==> config.mk <==
export PLATFORM = sky130hd
export DESIGN_NAME = twelve_bit_interval_timer
export DESIGN_NICKNAME = d
export VERILOG_FILES = /design/src/itimer_pkg.sv /design/src/twelve_bit_interval_timer.sv /design/src/level_sync.sv
export SDC_FILE = /design/constraint.sdc
export NUM_CORES = 1
export LEC_CHECK = 0
export ABC_CLOCK_PERIOD_IN_PS = 4600
export BUFFER_PORTS_ARGS = -buffer_cell sky130_fd_sc_hd__buf_2
export CAP_MARGIN = 20
export CORE_UTILIZATION = 45
export DETAILED_ROUTE_END_ITERATION = 7
export GPL_ROUTABILITY_DRIVEN = 0
export GPL_TIMING_DRIVEN = 0
export MAX_ROUTING_LAYER = met4
export PLACE_DENSITY_LB_ADDON = 0.05
export SLEW_MARGIN = 5
export SYNTH_ARGS = -nofsm -noshare
export SYNTH_HDL_FRONTEND = slang
export SYNTH_HIERARCHICAL = 1
export SYNTH_SLANG_ARGS = --single-unit
==> constraint.sdc <==
create_clock -name aclk -period 4.6 [get_ports aclk]
set_input_delay 0.69 -clock aclk [delete_from_list [all_inputs] [get_ports aclk]]
set_output_delay 0.69 -clock aclk [all_outputs]
set_load 0.02 [all_outputs]
==> src/itimer_pkg.sv <==
// Constants shared by the interval timer and its register slave.
// Assumes a 32-bit AXI4-Lite bus; byte address is four times the index.
package itimer_pkg;

  // ---------------------------------------------------------------
  // Bus geometry and answers
  // ---------------------------------------------------------------
  localparam int          ADDR_W      = 22;
  localparam int          DATA_W      = 32;
  localparam int          STRB_W      = 4;
  localparam int          IDX_W       = ADDR_W - 2;
  localparam logic [1:0]  RESP_OKAY   = 2'h0;
  localparam logic [1:0]  RESP_SLVERR = 2'h2;
  localparam int          LANE_LO     = 0;
  localparam int          LANE_HI     = 1;

  // ---------------------------------------------------------------
  // Register indices
  // ---------------------------------------------------------------
  localparam logic [IDX_W-1:0] PCE_IDX  = 20'hF00F0;
  localparam logic [IDX_W-1:0] SMC_IDX  = 20'hF00F3;
  localparam logic [IDX_W-1:0] ITC_IDX  = 20'hFFF90;
  localparam logic [IDX_W-1:0] STAT_IDX = 20'hF0100;
  localparam logic [IDX_W-1:0] IEN_IDX  = 20'hF0101;
  localparam logic [IDX_W-1:0] CNT_IDX  = 20'hF0102;

  // ---------------------------------------------------------------
  // Fields and reset values
  // ---------------------------------------------------------------
  localparam int           CMP_W      = 12;
  localparam int           GATE_BIT   = 7;
  localparam int           CLK_SEL_BIT = 4;
  localparam int           RUN_BIT    = 15;
  localparam int           IRQ_BIT    = 0;
  localparam logic [7:0]   PCE_RST    = 8'h00;
  localparam logic [7:0]   SMC_RST    = 8'h00;
  localparam logic [7:0]   SMC_MASK   = 8'h10;
  localparam logic [15:0]  ITC_RST    = 16'h0FFF;
  localparam logic [CMP_W-1:0] CMP_ALL  = 12'hFFF;
  localparam logic [CMP_W-1:0] CNT_ZERO = 12'h000;
  localparam logic [CMP_W-1:0] CNT_ONE  = 12'h001;

endpackage : itimer_pkg

==> src/twelve_bit_interval_timer.sv <==
// Twelve-bit interval timer with an AXI4-Lite register slave.
// Assumes lowspeed_osc_clock is a slow asynchronous clock, well below
// half of aclk, sampled here through the two-stage level_sync synchroniser.
//
// The implementer's own choice: the AXI4-Lite register port.
`timescale 1ns/100ps

// Operation
// - Interval request is produced regardless of processor stop or halt.
// - Twelve-bit up-counter counts count-clock cycles once run_enable is one.
// - On compare match counter clears, keeps counting, request raised.
// - Period is compare_value plus one count clocks; zero compare forbidden.
// - Writing zero to run_enable stops counting and clears the counter.
// - Clock gate bit 7 gates the timer; off holds it in reset.
// - Gate off: control writes ignored, reads default; speed mode excepted.
// - count_clk_select one supplies the oscillator clock, zero stops it.
// - run_enable readback reflects a written one one count clock later.
// - Reset: control 0FFFH, peripheral enable and speed mode 00H.
module twelve_bit_interval_timer
  import itimer_pkg::*;
(
  input  wire logic                         aclk,
  input  wire logic                         aresetn,
  input  wire logic                         lowspeed_osc_clock,
  input  wire logic [itimer_pkg::ADDR_W-1:0] awaddr,
  input  wire logic [2:0]                   awprot,
  input  wire logic                         awvalid,
  output logic                              awready,
  input  wire logic [itimer_pkg::DATA_W-1:0] wdata,
  input  wire logic [itimer_pkg::STRB_W-1:0] wstrb,
  input  wire logic                         wvalid,
  output logic                              wready,
  output logic [1:0]                        bresp,
  output logic                              bvalid,
  input  wire logic                         bready,
  input  wire logic [itimer_pkg::ADDR_W-1:0] araddr,
  input  wire logic [2:0]                   arprot,
  input  wire logic                         arvalid,
  output logic                              arready,
  output logic [itimer_pkg::DATA_W-1:0]     rdata,
  output logic [1:0]                        rresp,
  output logic                              rvalid,
  input  wire logic                         rready,
  output logic                              interval_irq,
  output logic                              irq
);
  import itimer_pkg::*;

  // ---------------------------------------------------------------
  // State
  // ---------------------------------------------------------------
  logic [7:0]        pce_r;
  logic [7:0]        smc_r;
  logic [CMP_W-1:0]  cmp_r;
  logic              run_wr_r;
  logic              run_act_r;
  logic [CMP_W-1:0]  cnt_r;
  logic              pulse_r;
  logic              stat_r;
  logic              ien_r;
  logic              aw_held_r;
  logic [ADDR_W-1:0] aw_addr_r;
  logic              w_held_r;
  logic [DATA_W-1:0] w_data_r;
  logic [STRB_W-1:0] w_strb_r;
  logic              bvalid_r;
  logic [1:0]        bresp_r;
  logic              rvalid_r;
  logic [1:0]        rresp_r;
  logic [DATA_W-1:0] rdata_r;
  logic [DATA_W-1:0] rd_data_nxt;
  logic [1:0]        rd_resp_nxt;
  logic [IDX_W-1:0]  wr_idx;
  logic [IDX_W-1:0]  rd_idx;
  logic              osc_rise;
  logic              gate;
  logic              tick;
  logic              match;
  logic              do_write;
  logic              wr_mapped;
  logic              itc_wr;
  logic              stat_clr;

  // ---------------------------------------------------------------
  // Count clock
  // ---------------------------------------------------------------
  level_sync osc_sync (
    .aclk    (aclk),
    .aresetn (aresetn),
    .din     (lowspeed_osc_clock),
    .level   (),
    .rise    (osc_rise)
  );

  assign gate  = pce_r[GATE_BIT];
  assign tick  = osc_rise & smc_r[CLK_SEL_BIT] & gate;
  // Zero compare would match every tick; software must avoid it
  assign match = run_act_r & tick & (cnt_r == cmp_r);

  // ---------------------------------------------------------------
  // Bus write path
  // ---------------------------------------------------------------
  assign awready  = ~aw_held_r & ~bvalid_r;
  assign wready   = ~w_held_r & ~bvalid_r;
  assign do_write = aw_held_r & w_held_r & ~bvalid_r;
  assign wr_idx   = aw_addr_r[ADDR_W-1:2];
  assign wr_mapped = (wr_idx == PCE_IDX) | (wr_idx == SMC_IDX) |
                     (wr_idx == ITC_IDX) | (wr_idx == STAT_IDX) |
                     (wr_idx == IEN_IDX) | (wr_idx == CNT_IDX);
  // Control writes land only while the gate is on
  assign itc_wr   = do_write & (wr_idx == ITC_IDX) & gate;
  assign stat_clr = do_write & (wr_idx == STAT_IDX) &
                    w_strb_r[LANE_LO] & w_data_r[IRQ_BIT];

  always_ff @(posedge aclk) begin
    if (!aresetn) begin
      aw_held_r <= 1'b0;
      aw_addr_r <= '0;
    end else if (awvalid && awready) begin
      aw_held_r <= 1'b1;
      aw_addr_r <= awaddr;
    end else if (do_write) begin
      aw_held_r <= 1'b0;
    end
  end

  always_ff @(posedge aclk) begin
    if (!aresetn) begin
      w_held_r <= 1'b0;
      w_data_r <= '0;
      w_strb_r <= '0;
    end else if (wvalid && wready) begin
      w_held_r <= 1'b1;
      w_data_r <= wdata;
      w_strb_r <= wstrb;
    end else if (do_write) begin
      w_held_r <= 1'b0;
    end
  end

  always_ff @(posedge aclk) begin
    if (!aresetn) begin
      bvalid_r <= 1'b0;
      bresp_r  <= RESP_OKAY;
    end else if (do_write) begin
      bvalid_r <= 1'b1;
      bresp_r  <= wr_mapped ? RESP_OKAY : RESP_SLVERR;
    end else if (bready) begin
      bvalid_r <= 1'b0;
    end
  end

  assign bvalid = bvalid_r;
  assign bresp  = bresp_r;

  // ---------------------------------------------------------------
  // Configuration registers
  // ---------------------------------------------------------------
  // Peripheral enable and speed mode stay writable with the gate off
  always_ff @(posedge aclk) begin
    if (!aresetn) begin
      pce_r <= PCE_RST;
      smc_r <= SMC_RST;
    end else if (do_write && w_strb_r[LANE_LO]) begin
      if (wr_idx == PCE_IDX) begin
        pce_r <= w_data_r[7:0];
      end
      if (wr_idx == SMC_IDX) begin
        smc_r <= w_data_r[7:0] & SMC_MASK;
      end
    end
  end

  always_ff @(posedge aclk) begin
    if (!aresetn || !gate) begin
      cmp_r    <= CMP_ALL;
      run_wr_r <= 1'b0;
    end else if (itc_wr) begin
      if (w_strb_r[LANE_LO]) begin
        cmp_r[7:0] <= w_data_r[7:0];
      end
      if (w_strb_r[LANE_HI]) begin
        cmp_r[CMP_W-1:8] <= w_data_r[CMP_W-1:8];
        run_wr_r         <= w_data_r[RUN_BIT];
      end
    end
  end

  // Written one is taken on the next count tick, so readback lags
  always_ff @(posedge aclk) begin
    if (!aresetn || !gate) begin
      run_act_r <= 1'b0;
    end else if (itc_wr && w_strb_r[LANE_HI] && !w_data_r[RUN_BIT]) begin
      run_act_r <= 1'b0;
    end else if (tick) begin
      run_act_r <= run_wr_r;
    end
  end

  // ---------------------------------------------------------------
  // Counter and interval request
  // ---------------------------------------------------------------
  always_ff @(posedge aclk) begin
    if (!aresetn || !gate || !run_act_r) begin
      cnt_r <= CNT_ZERO;
    end else if (match) begin
      cnt_r <= CNT_ZERO;
    end else if (tick) begin
      cnt_r <= cnt_r + CNT_ONE;
    end
  end

  // No core power state enters here, so stop and halt cannot block it
  always_ff @(posedge aclk) begin
    if (!aresetn) begin
      pulse_r <= 1'b0;
    end else begin
      pulse_r <= match;
    end
  end

  assign interval_irq = pulse_r;

  // Set beats a simultaneous write-one clear
  always_ff @(posedge aclk) begin
    if (!aresetn) begin
      stat_r <= 1'b0;
    end else begin
      stat_r <= (stat_r & ~stat_clr) | pulse_r;
    end
  end

  always_ff @(posedge aclk) begin
    if (!aresetn) begin
      ien_r <= 1'b0;
    end else if (do_write && wr_idx == IEN_IDX && w_strb_r[LANE_LO]) begin
      ien_r <= w_data_r[IRQ_BIT];
    end
  end

  assign irq = stat_r & ien_r;

  // ---------------------------------------------------------------
  // Bus read path
  // ---------------------------------------------------------------
  assign arready = ~rvalid_r;
  assign rd_idx  = araddr[ADDR_W-1:2];

  always_comb begin
    rd_data_nxt = '0;
    rd_resp_nxt = RESP_OKAY;
    case (rd_idx)
      PCE_IDX:  rd_data_nxt[7:0] = pce_r;
      SMC_IDX:  rd_data_nxt[7:0] = smc_r;
      ITC_IDX: begin
        rd_data_nxt[15:0] = ITC_RST;
        if (gate) begin
          rd_data_nxt[CMP_W-1:0] = cmp_r;
          rd_data_nxt[RUN_BIT]   = run_act_r;
        end
      end
      STAT_IDX: rd_data_nxt[IRQ_BIT] = stat_r;
      IEN_IDX:  rd_data_nxt[IRQ_BIT] = ien_r;
      CNT_IDX:  rd_data_nxt[CMP_W-1:0] = cnt_r;
      default:  rd_resp_nxt = RESP_SLVERR;
    endcase
  end

  always_ff @(posedge aclk) begin
    if (!aresetn) begin
      rvalid_r <= 1'b0;
      rresp_r  <= RESP_OKAY;
      rdata_r  <= '0;
    end else if (arvalid && arready) begin
      rvalid_r <= 1'b1;
      rresp_r  <= rd_resp_nxt;
      rdata_r  <= rd_data_nxt;
    end else if (rready) begin
      rvalid_r <= 1'b0;
    end
  end

  assign rvalid = rvalid_r;
  assign rresp  = rresp_r;
  assign rdata  = rdata_r;

  // ---------------------------------------------------------------
  // Assertions
  // ---------------------------------------------------------------
  a_gate_off_reset: assert property (@(posedge aclk)
    disable iff (!aresetn)
    !gate |=> (cnt_r == CNT_ZERO) && !run_act_r && (cmp_r == CMP_ALL))
    else $error("timer not held in reset with gate off");

  a_match_clears: assert property (@(posedge aclk)
    disable iff (!aresetn)
    match && gate |=> (cnt_r == CNT_ZERO) && interval_irq)
    else $error("match did not clear counter and raise request");

  a_pulse_single: assert property (@(posedge aclk)
    disable iff (!aresetn)
    interval_irq |=> !interval_irq ##1 !interval_irq)
    else $error("interval request longer than one cycle");

  a_count_step: assert property (@(posedge aclk)
    disable iff (!aresetn)
    gate && run_act_r && tick && !match
    |=> cnt_r == $past(cnt_r) + CNT_ONE)
    else $error("counter did not advance on tick");

  a_stop_clears: assert property (@(posedge aclk)
    disable iff (!aresetn)
    itc_wr && w_strb_r[LANE_HI] && !w_data_r[RUN_BIT]
    |=> !run_act_r ##1 (cnt_r == CNT_ZERO && !interval_irq))
    else $error("stop write did not clear counter");

  a_run_lags: assert property (@(posedge aclk)
    disable iff (!aresetn)
    $rose(run_act_r) |-> $past(tick) && $past(run_wr_r))
    else $error("run readback changed without a count tick");

  // Reachable once software drops the count clock while stopped
  a_clock_stop: assert property (@(posedge aclk)
    disable iff (!aresetn)
    gate && !smc_r[CLK_SEL_BIT]
    |=> cnt_r == $past(cnt_r) && !$rose(run_act_r))
    else $error("timer moved with count clock stopped");

  a_gated_read: assert property (@(posedge aclk)
    disable iff (!aresetn)
    arvalid && arready && rd_idx == ITC_IDX && !gate
    |=> rdata == {16'h0000, ITC_RST})
    else $error("gated control read not default");

  a_reset_values: assert property (@(posedge aclk)
    !aresetn |=> cmp_r == CMP_ALL && !run_act_r && pce_r == PCE_RST &&
                 smc_r == SMC_RST)
    else $error("reset values wrong");

  a_irq_sticky: assert property (@(posedge aclk)
    disable iff (!aresetn)
    interval_irq |=> stat_r ##0 (irq == ien_r))
    else $error("request did not set status");

  c_match: cover property (@(posedge aclk) disable iff (!aresetn)
    interval_irq);
  c_restart: cover property (@(posedge aclk) disable iff (!aresetn)
    $rose(run_act_r));
  c_gated_write: cover property (@(posedge aclk) disable iff (!aresetn)
    do_write && wr_idx == ITC_IDX && !gate);
  c_clear_race: cover property (@(posedge aclk) disable iff (!aresetn)
    stat_clr && pulse_r);

endmodule : twelve_bit_interval_timer

==> src/level_sync.sv <==
// Two-stage synchroniser with a registered rising-edge pulse.
// Assumes din is asynchronous to aclk.
`timescale 1ns/100ps
module level_sync (
  input  wire logic aclk,
  input  wire logic aresetn,
  input  wire logic din,
  output logic      level,
  output logic      rise
);

  logic meta_r;
  logic sync_r;
  logic prev_r;
  logic rise_r;

  // First stage feeds only the second stage
  always_ff @(posedge aclk) begin
    if (!aresetn) begin
      meta_r <= 1'b0;
      sync_r <= 1'b0;
    end else begin
      meta_r <= din;
      sync_r <= meta_r;
    end
  end

  always_ff @(posedge aclk) begin
    if (!aresetn) begin
      prev_r <= 1'b0;
      rise_r <= 1'b0;
    end else begin
      prev_r <= sync_r;
      rise_r <= sync_r & ~prev_r;
    end
  end

  assign level = sync_r;
  assign rise  = rise_r;

endmodule : level_sync

==> impl_metrics.prom <==
# TYPE chip_impl_metric gauge
chip_impl_metric{name="antenna-diode-count",unit=""} 0
chip_impl_metric{name="hold-path-cell-count",unit=""} 2
chip_impl_metric{name="synth-seq-area-share",unit="%"} 42.37
chip_impl_metric{name="postCtsSetupBuffers",unit=""} 0
chip_impl_metric{name="drt_iter0_drc",unit=""} 182
chip_impl_info{name="timing.critical_path.to_type",value="flop"} 1
chip_impl_metric{name="worst_setup_hold_path_clk_slew",unit="ns"} 0.09
chip_impl_info{name="hold-path-endpoint",value="rdata[3]$_SDFFE_PN0P_"} 1
chip_impl_metric{name="numCtsBuffers",unit=""} 9
chip_impl_metric{name="global_route.usage.met3",unit="%"} 4.378
chip_impl_metric{name="dieHeight",unit="um"} 102.4
chip_impl_metric{name="combined_area_of_all_synthesized_cells",unit="um^2"} 4536
chip_impl_metric{name="worst_path_maximum_fanout",unit=""} 10
chip_impl_metric{name="initial_core_util",unit="%"} 46.40
chip_impl_info{name="cts_root_buffer",value="sky130_fd_sc_hd__clkbuf_8"} 1
chip_impl_metric{name="worstMarginPinSlew",unit="ns"} 0.7098
chip_impl_info{name="synthDominantAreaCellType",value="sky130_fd_sc_hd__dfxtp_1"} 1
chip_impl_metric{name="power_density_over_the_cells",unit="nW/um^2"} 299.1
chip_impl_metric{name="synth_cell_types",unit=""} 61
chip_impl_metric{name="synth_top_area_share",unit="%"} 42.37
chip_impl_metric{name="grt.met1_usage",unit="%"} 31.36
chip_impl_metric{name="drive_gt1_share",unit="%"} 22.70
chip_impl_metric{name="drt_drc_violations_left",unit=""} 0
chip_impl_metric{name="routedWlPerCell",unit="um"} 13.81
chip_impl_metric{name="yosys_warnings",unit=""} 6
chip_impl_metric{name="min_period",unit="ns"} 2.102
chip_impl_info{name="min-delay-start",value="rdata[3]$_SDFFE_PN0P_"} 1
chip_impl_metric{name="final.period_utilization",unit="%"} 45.71
chip_impl_metric{name="top_level_ports",unit=""} 137
chip_impl_metric{name="detail-route-antenna-nets",unit=""} 0
chip_impl_info{name="grt-busiest-layer",value="met2"} 1
chip_impl_metric{name="ctsHoldBuffers",unit=""} 0
chip_impl_metric{name="tns",unit="ns"} 0
chip_impl_metric{name="met2_usage",unit="%"} 31.91
chip_impl_metric{name="first_global_vias",unit=""} 3486
chip_impl_metric{name="clk_path_buf_depth",unit=""} 2
chip_impl_metric{name="fillCellCount",unit=""} 961
chip_impl_metric{name="detailedPlacementHpwl",unit="mm"} 8.103
chip_impl_metric{name="die-width",unit="um"} 102.4
chip_impl_metric{name="hold_violations",unit=""} 0
chip_impl_metric{name="place_inst",unit=""} 747
chip_impl_metric{name="postCtsResizedCells",unit=""} 0
chip_impl_metric{name="placement.io_buffers",unit=""} 83
chip_impl_metric{name="drtPass1Iterations",unit=""} 6
chip_impl_metric{name="routed_via_density",unit=""} 5.007
chip_impl_metric{name="syn_inst",unit=""} 511
chip_impl_metric{name="dieArea",unit="um^2"} 10480
chip_impl_metric{name="max_transition_viols_final",unit=""} 0
chip_impl_info{name="ys_top_cells_by_area",value="sky130_fd_sc_hd__dfxtp_1 42%, sky130_fd_sc_hd__nand2_1 8.9%, sky130_fd_sc_hd__a21boi_0 6.3%, sky130_fd_sc_hd__mux2i_1 5.5%, sky130_fd_sc_hd__buf_4 3.6%"} 1
chip_impl_metric{name="report.final.setup_viol",unit=""} 0
chip_impl_info{name="timing.setup.critical_path_class",value="in2reg"} 1
chip_impl_info{name="critical_path.reg2reg.endpoint",value="cmp_r[3]$_SDFFE_PP1P_"} 1
chip_impl_metric{name="instances_no_fill",unit=""} 763
chip_impl_metric{name="final.setup_skew",unit="ns"} 0.01133
chip_impl_metric{name="synth_area_per_cell",unit="um^2"} 8.876
chip_impl_metric{name="cap_viol_max_count",unit=""} 0
chip_impl_metric{name="fmax",unit="MHz"} 475.6
chip_impl_metric{name="antenna_found_initial",unit=""} 0
chip_impl_metric{name="clkLatencyLatePin",unit="ns"} 0.37
chip_impl_metric{name="global_route.overflow_total",unit=""} 0
chip_impl_metric{name="synth_async_sr_flop_share",unit="%"} 0
chip_impl_metric{name="coreArea",unit="um^2"} 9774
chip_impl_metric{name="maxSlewHeadroom",unit="%"} 51.46
chip_impl_metric{name="largest_net_degree_at_the_start_of_global_routing",unit=""} 17
chip_impl_metric{name="worstPathRequired",unit="ns"} 4.90
chip_impl_metric{name="maximum_level_of_the_cts_h_tree",unit=""} 3
chip_impl_metric{name="finalNetCount",unit=""} 720
chip_impl_metric{name="postSynthRegisterBits",unit=""} 96
chip_impl_metric{name="max-vdd-ir-drop",unit="V"} 0.0001508
chip_impl_info{name="cts_tree",value="done"} 1
chip_impl_info{name="grt_setup_unrepaired",value="no"} 1
chip_impl_info{name="status",value="finished clean"} 1
chip_impl_metric{name="global_route_wire_length_before_repair",unit="mm"} 17.29
chip_impl_metric{name="leakage",unit="nW"} 2.253
chip_impl_metric{name="num_vias",unit=""} 3820
chip_impl_metric{name="synth_edf_count",unit=""} 0
chip_impl_metric{name="r2r_cells",unit=""} 5
chip_impl_metric{name="synthToLayoutAreaGrowth",unit="%"} 18.79
chip_impl_metric{name="num_rows",unit=""} 36
chip_impl_metric{name="routed_wirelength",unit="mm"} 10.54
chip_impl_info{name="ys_dominant_reg_cell",value="sky130_fd_sc_hd__dfxtp_1"} 1
chip_impl_info{name="worstReg2RegStart",value="aw_addr_r[3]$_SDFFE_PN0P_"} 1
chip_impl_info{name="crit_path_start_kind",value="input port"} 1
chip_impl_info{name="holdCritPathClass",value="reg2reg"} 1
chip_impl_metric{name="signal_arrival_time_at_the_worst_endpoint",unit="ns"} 2.41
chip_impl_metric{name="cts_num_sinks",unit=""} 96
chip_impl_metric{name="gr-usage-all-layers",unit="%"} 22.40
chip_impl_metric{name="flop_to_flop_setup_slack",unit="ns"} 2.54
## final cells by class
type	count	area, um^2	share of cell area (%)
Buffer	45	264.0	4.900
Clock buffer	10	127.6	2.369
Clock inverter	6	67.56	1.254
Inverter	9	33.78	0.6270
Multi-Input combinational cell	381	2391	44.38
Sequential cell	96	1922	35.67
Tap cell	133	166.4	3.089
Timing Repair Buffer	83	415.4	7.710
## stage by stage
stage / setup WS [ns] / cell area, um^2 / util, % / hold slack, ns / total power [mW]
after global routing: 2.446 / 5388 / 55.12 / 0.4736 / 1.689
after floorplan: 2.474 / 4611 / - / 0.4204 / 1.010
final: 2.498 / 5388 / 55.12 / 0.4519 / 1.612
after detailed placement: 2.154 / 5192 / 53.12 / 0.4343 / 1.076
after CTS: 2.536 / 5388 / 55.12 / 0.4528 / 1.625
after global placement: 2.166 / 5192 / 53.12 / 0.4250 / 1.072
## placed cells by master, fill, tap and decap left out, types with 13 or more instances in the layout
cell type | synthesis | layout
sky130_fd_sc_hd__o21ai_0 | 13 | 13
sky130_fd_sc_hd__nor2_1 | 22 | 22
sky130_fd_sc_hd__mux2i_1 | 25 | 25
sky130_fd_sc_hd__buf_4 | 22 | 22
sky130_fd_sc_hd__nand2_1 | 108 | 108
sky130_fd_sc_hd__dfxtp_1 | 96 | 96
sky130_fd_sc_hd__xnor2_1 | 17 | 17
sky130_fd_sc_hd__nand4_1 | 13 | 13
sky130_fd_sc_hd__clkbuf_1 | 17 | 18
sky130_fd_sc_hd__a21boi_0 | 38 | 38
sky130_fd_sc_hd__conb_1 | 1 | 21
sky130_fd_sc_hd__buf_2 | 4 | 87
## worst max-delay path: stages
cell and delay [ns]:
sky130_fd_sc_hd__buf_2 0.11, sky130_fd_sc_hd__or3b_4 0.40, sky130_fd_sc_hd__or3_4 0.37, sky130_fd_sc_hd__nor4_4 0.46, sky130_fd_sc_hd__a222oi_1 0.22, sky130_fd_sc_hd__o21ai_1 0.16
## sequential cells by signal, indices dropped and copies added (netlist names), 2 cells and up
| register | cells |
|---|---|
| aw_addr_r | 20 |
| w_data_r | 13 |
| rdata | 13 |
| w_strb_r | 2 |
| pce_r | 8 |
| cnt_r | 12 |
| cmp_r | 12 |
## per-layer routing
layer  vias to the layer above  wire length [um]
met5                         -                 0
met4                         0               149
met3                        13               445
met2                       101              4605
met1                      1751              5336
li1                       1955                 -
## worst max-delay path by stage
stage	endpoint	startpoint	depth (start not counted)	slack, ns
after detailed placement	rdata[2]$_SDFFE_PN0P_	araddr[7]	6	2.15
after global routing	rdata[7]$_SDFFE_PN0P_	araddr[7]	6	2.45
after global placement	rdata[1]$_SDFFE_PN0P_	araddr[7]	6	2.17
after floorplan	rdata[1]$_SDFFE_PN0P_	araddr[7]	5	2.47
final	rdata[1]$_SDFFE_PN0P_	araddr[7]	6	2.50
after CTS	rdata[2]$_SDFFE_PN0P_	araddr[7]	6	2.54
## Yosys cell counts (2+ instances only)
| cell type | n |
|---|---|
| sky130_fd_sc_hd__a21boi_0 | 38 |
| sky130_fd_sc_hd__a21oi_1 | 4 |
| sky130_fd_sc_hd__a222oi_1 | 7 |
| sky130_fd_sc_hd__a31oi_1 | 4 |
| sky130_fd_sc_hd__and2_1 | 7 |
| sky130_fd_sc_hd__and2_2 | 3 |
| sky130_fd_sc_hd__and3_1 | 5 |
| sky130_fd_sc_hd__and3b_1 | 2 |
| sky130_fd_sc_hd__and4_1 | 3 |
| sky130_fd_sc_hd__buf_2 | 4 |
| sky130_fd_sc_hd__buf_4 | 22 |
| sky130_fd_sc_hd__clkbuf_1 | 17 |
| sky130_fd_sc_hd__dfxtp_1 | 96 |
| sky130_fd_sc_hd__inv_1 | 9 |
| sky130_fd_sc_hd__mux2i_1 | 25 |
| sky130_fd_sc_hd__nand2_1 | 108 |
| sky130_fd_sc_hd__nand2b_1 | 9 |
| sky130_fd_sc_hd__nand3_1 | 8 |
| sky130_fd_sc_hd__nand3b_1 | 2 |
| sky130_fd_sc_hd__nand4_1 | 13 |
| sky130_fd_sc_hd__nand4_2 | 2 |
| sky130_fd_sc_hd__nand4bb_1 | 2 |
| sky130_fd_sc_hd__nor2_1 | 22 |
| sky130_fd_sc_hd__nor2b_1 | 12 |
| sky130_fd_sc_hd__nor3_1 | 6 |
| sky130_fd_sc_hd__nor4_1 | 4 |
| sky130_fd_sc_hd__nor4_4 | 3 |
| sky130_fd_sc_hd__o21ai_0 | 13 |
| sky130_fd_sc_hd__o21ai_1 | 7 |
| sky130_fd_sc_hd__or3_1 | 2 |
| sky130_fd_sc_hd__xnor2_1 | 17 |
| sky130_fd_sc_hd__xor2_1 | 6 |
## where the power goes
| group | internal (mW) | total (mW) | switching [mW] |
|---|---|---|---|
| combinational | 0.0722 | 0.172 | 0.100 |
| clock | 0.254 | 0.555 | 0.302 |
| sequential | 0.860 | 0.884 | 0.0242 |
| total | 1.19 | 1.61 | 0.426 |
## logic make-up after synthesis
family                   share of synthesized area, %
XOR/XNOR                                        4.441
buffers and inverters                           6.565
flip-flops                                      42.37
AND/OR/NAND/NOR                                 27.06
AO/OA/AOI/OAI                                   13.68
adder cells (fa/ha/maj)                        0.2758
multiplexers                                    5.517
other                                         0.08268
Note: power is estimated with default switching activity, not from simulation.
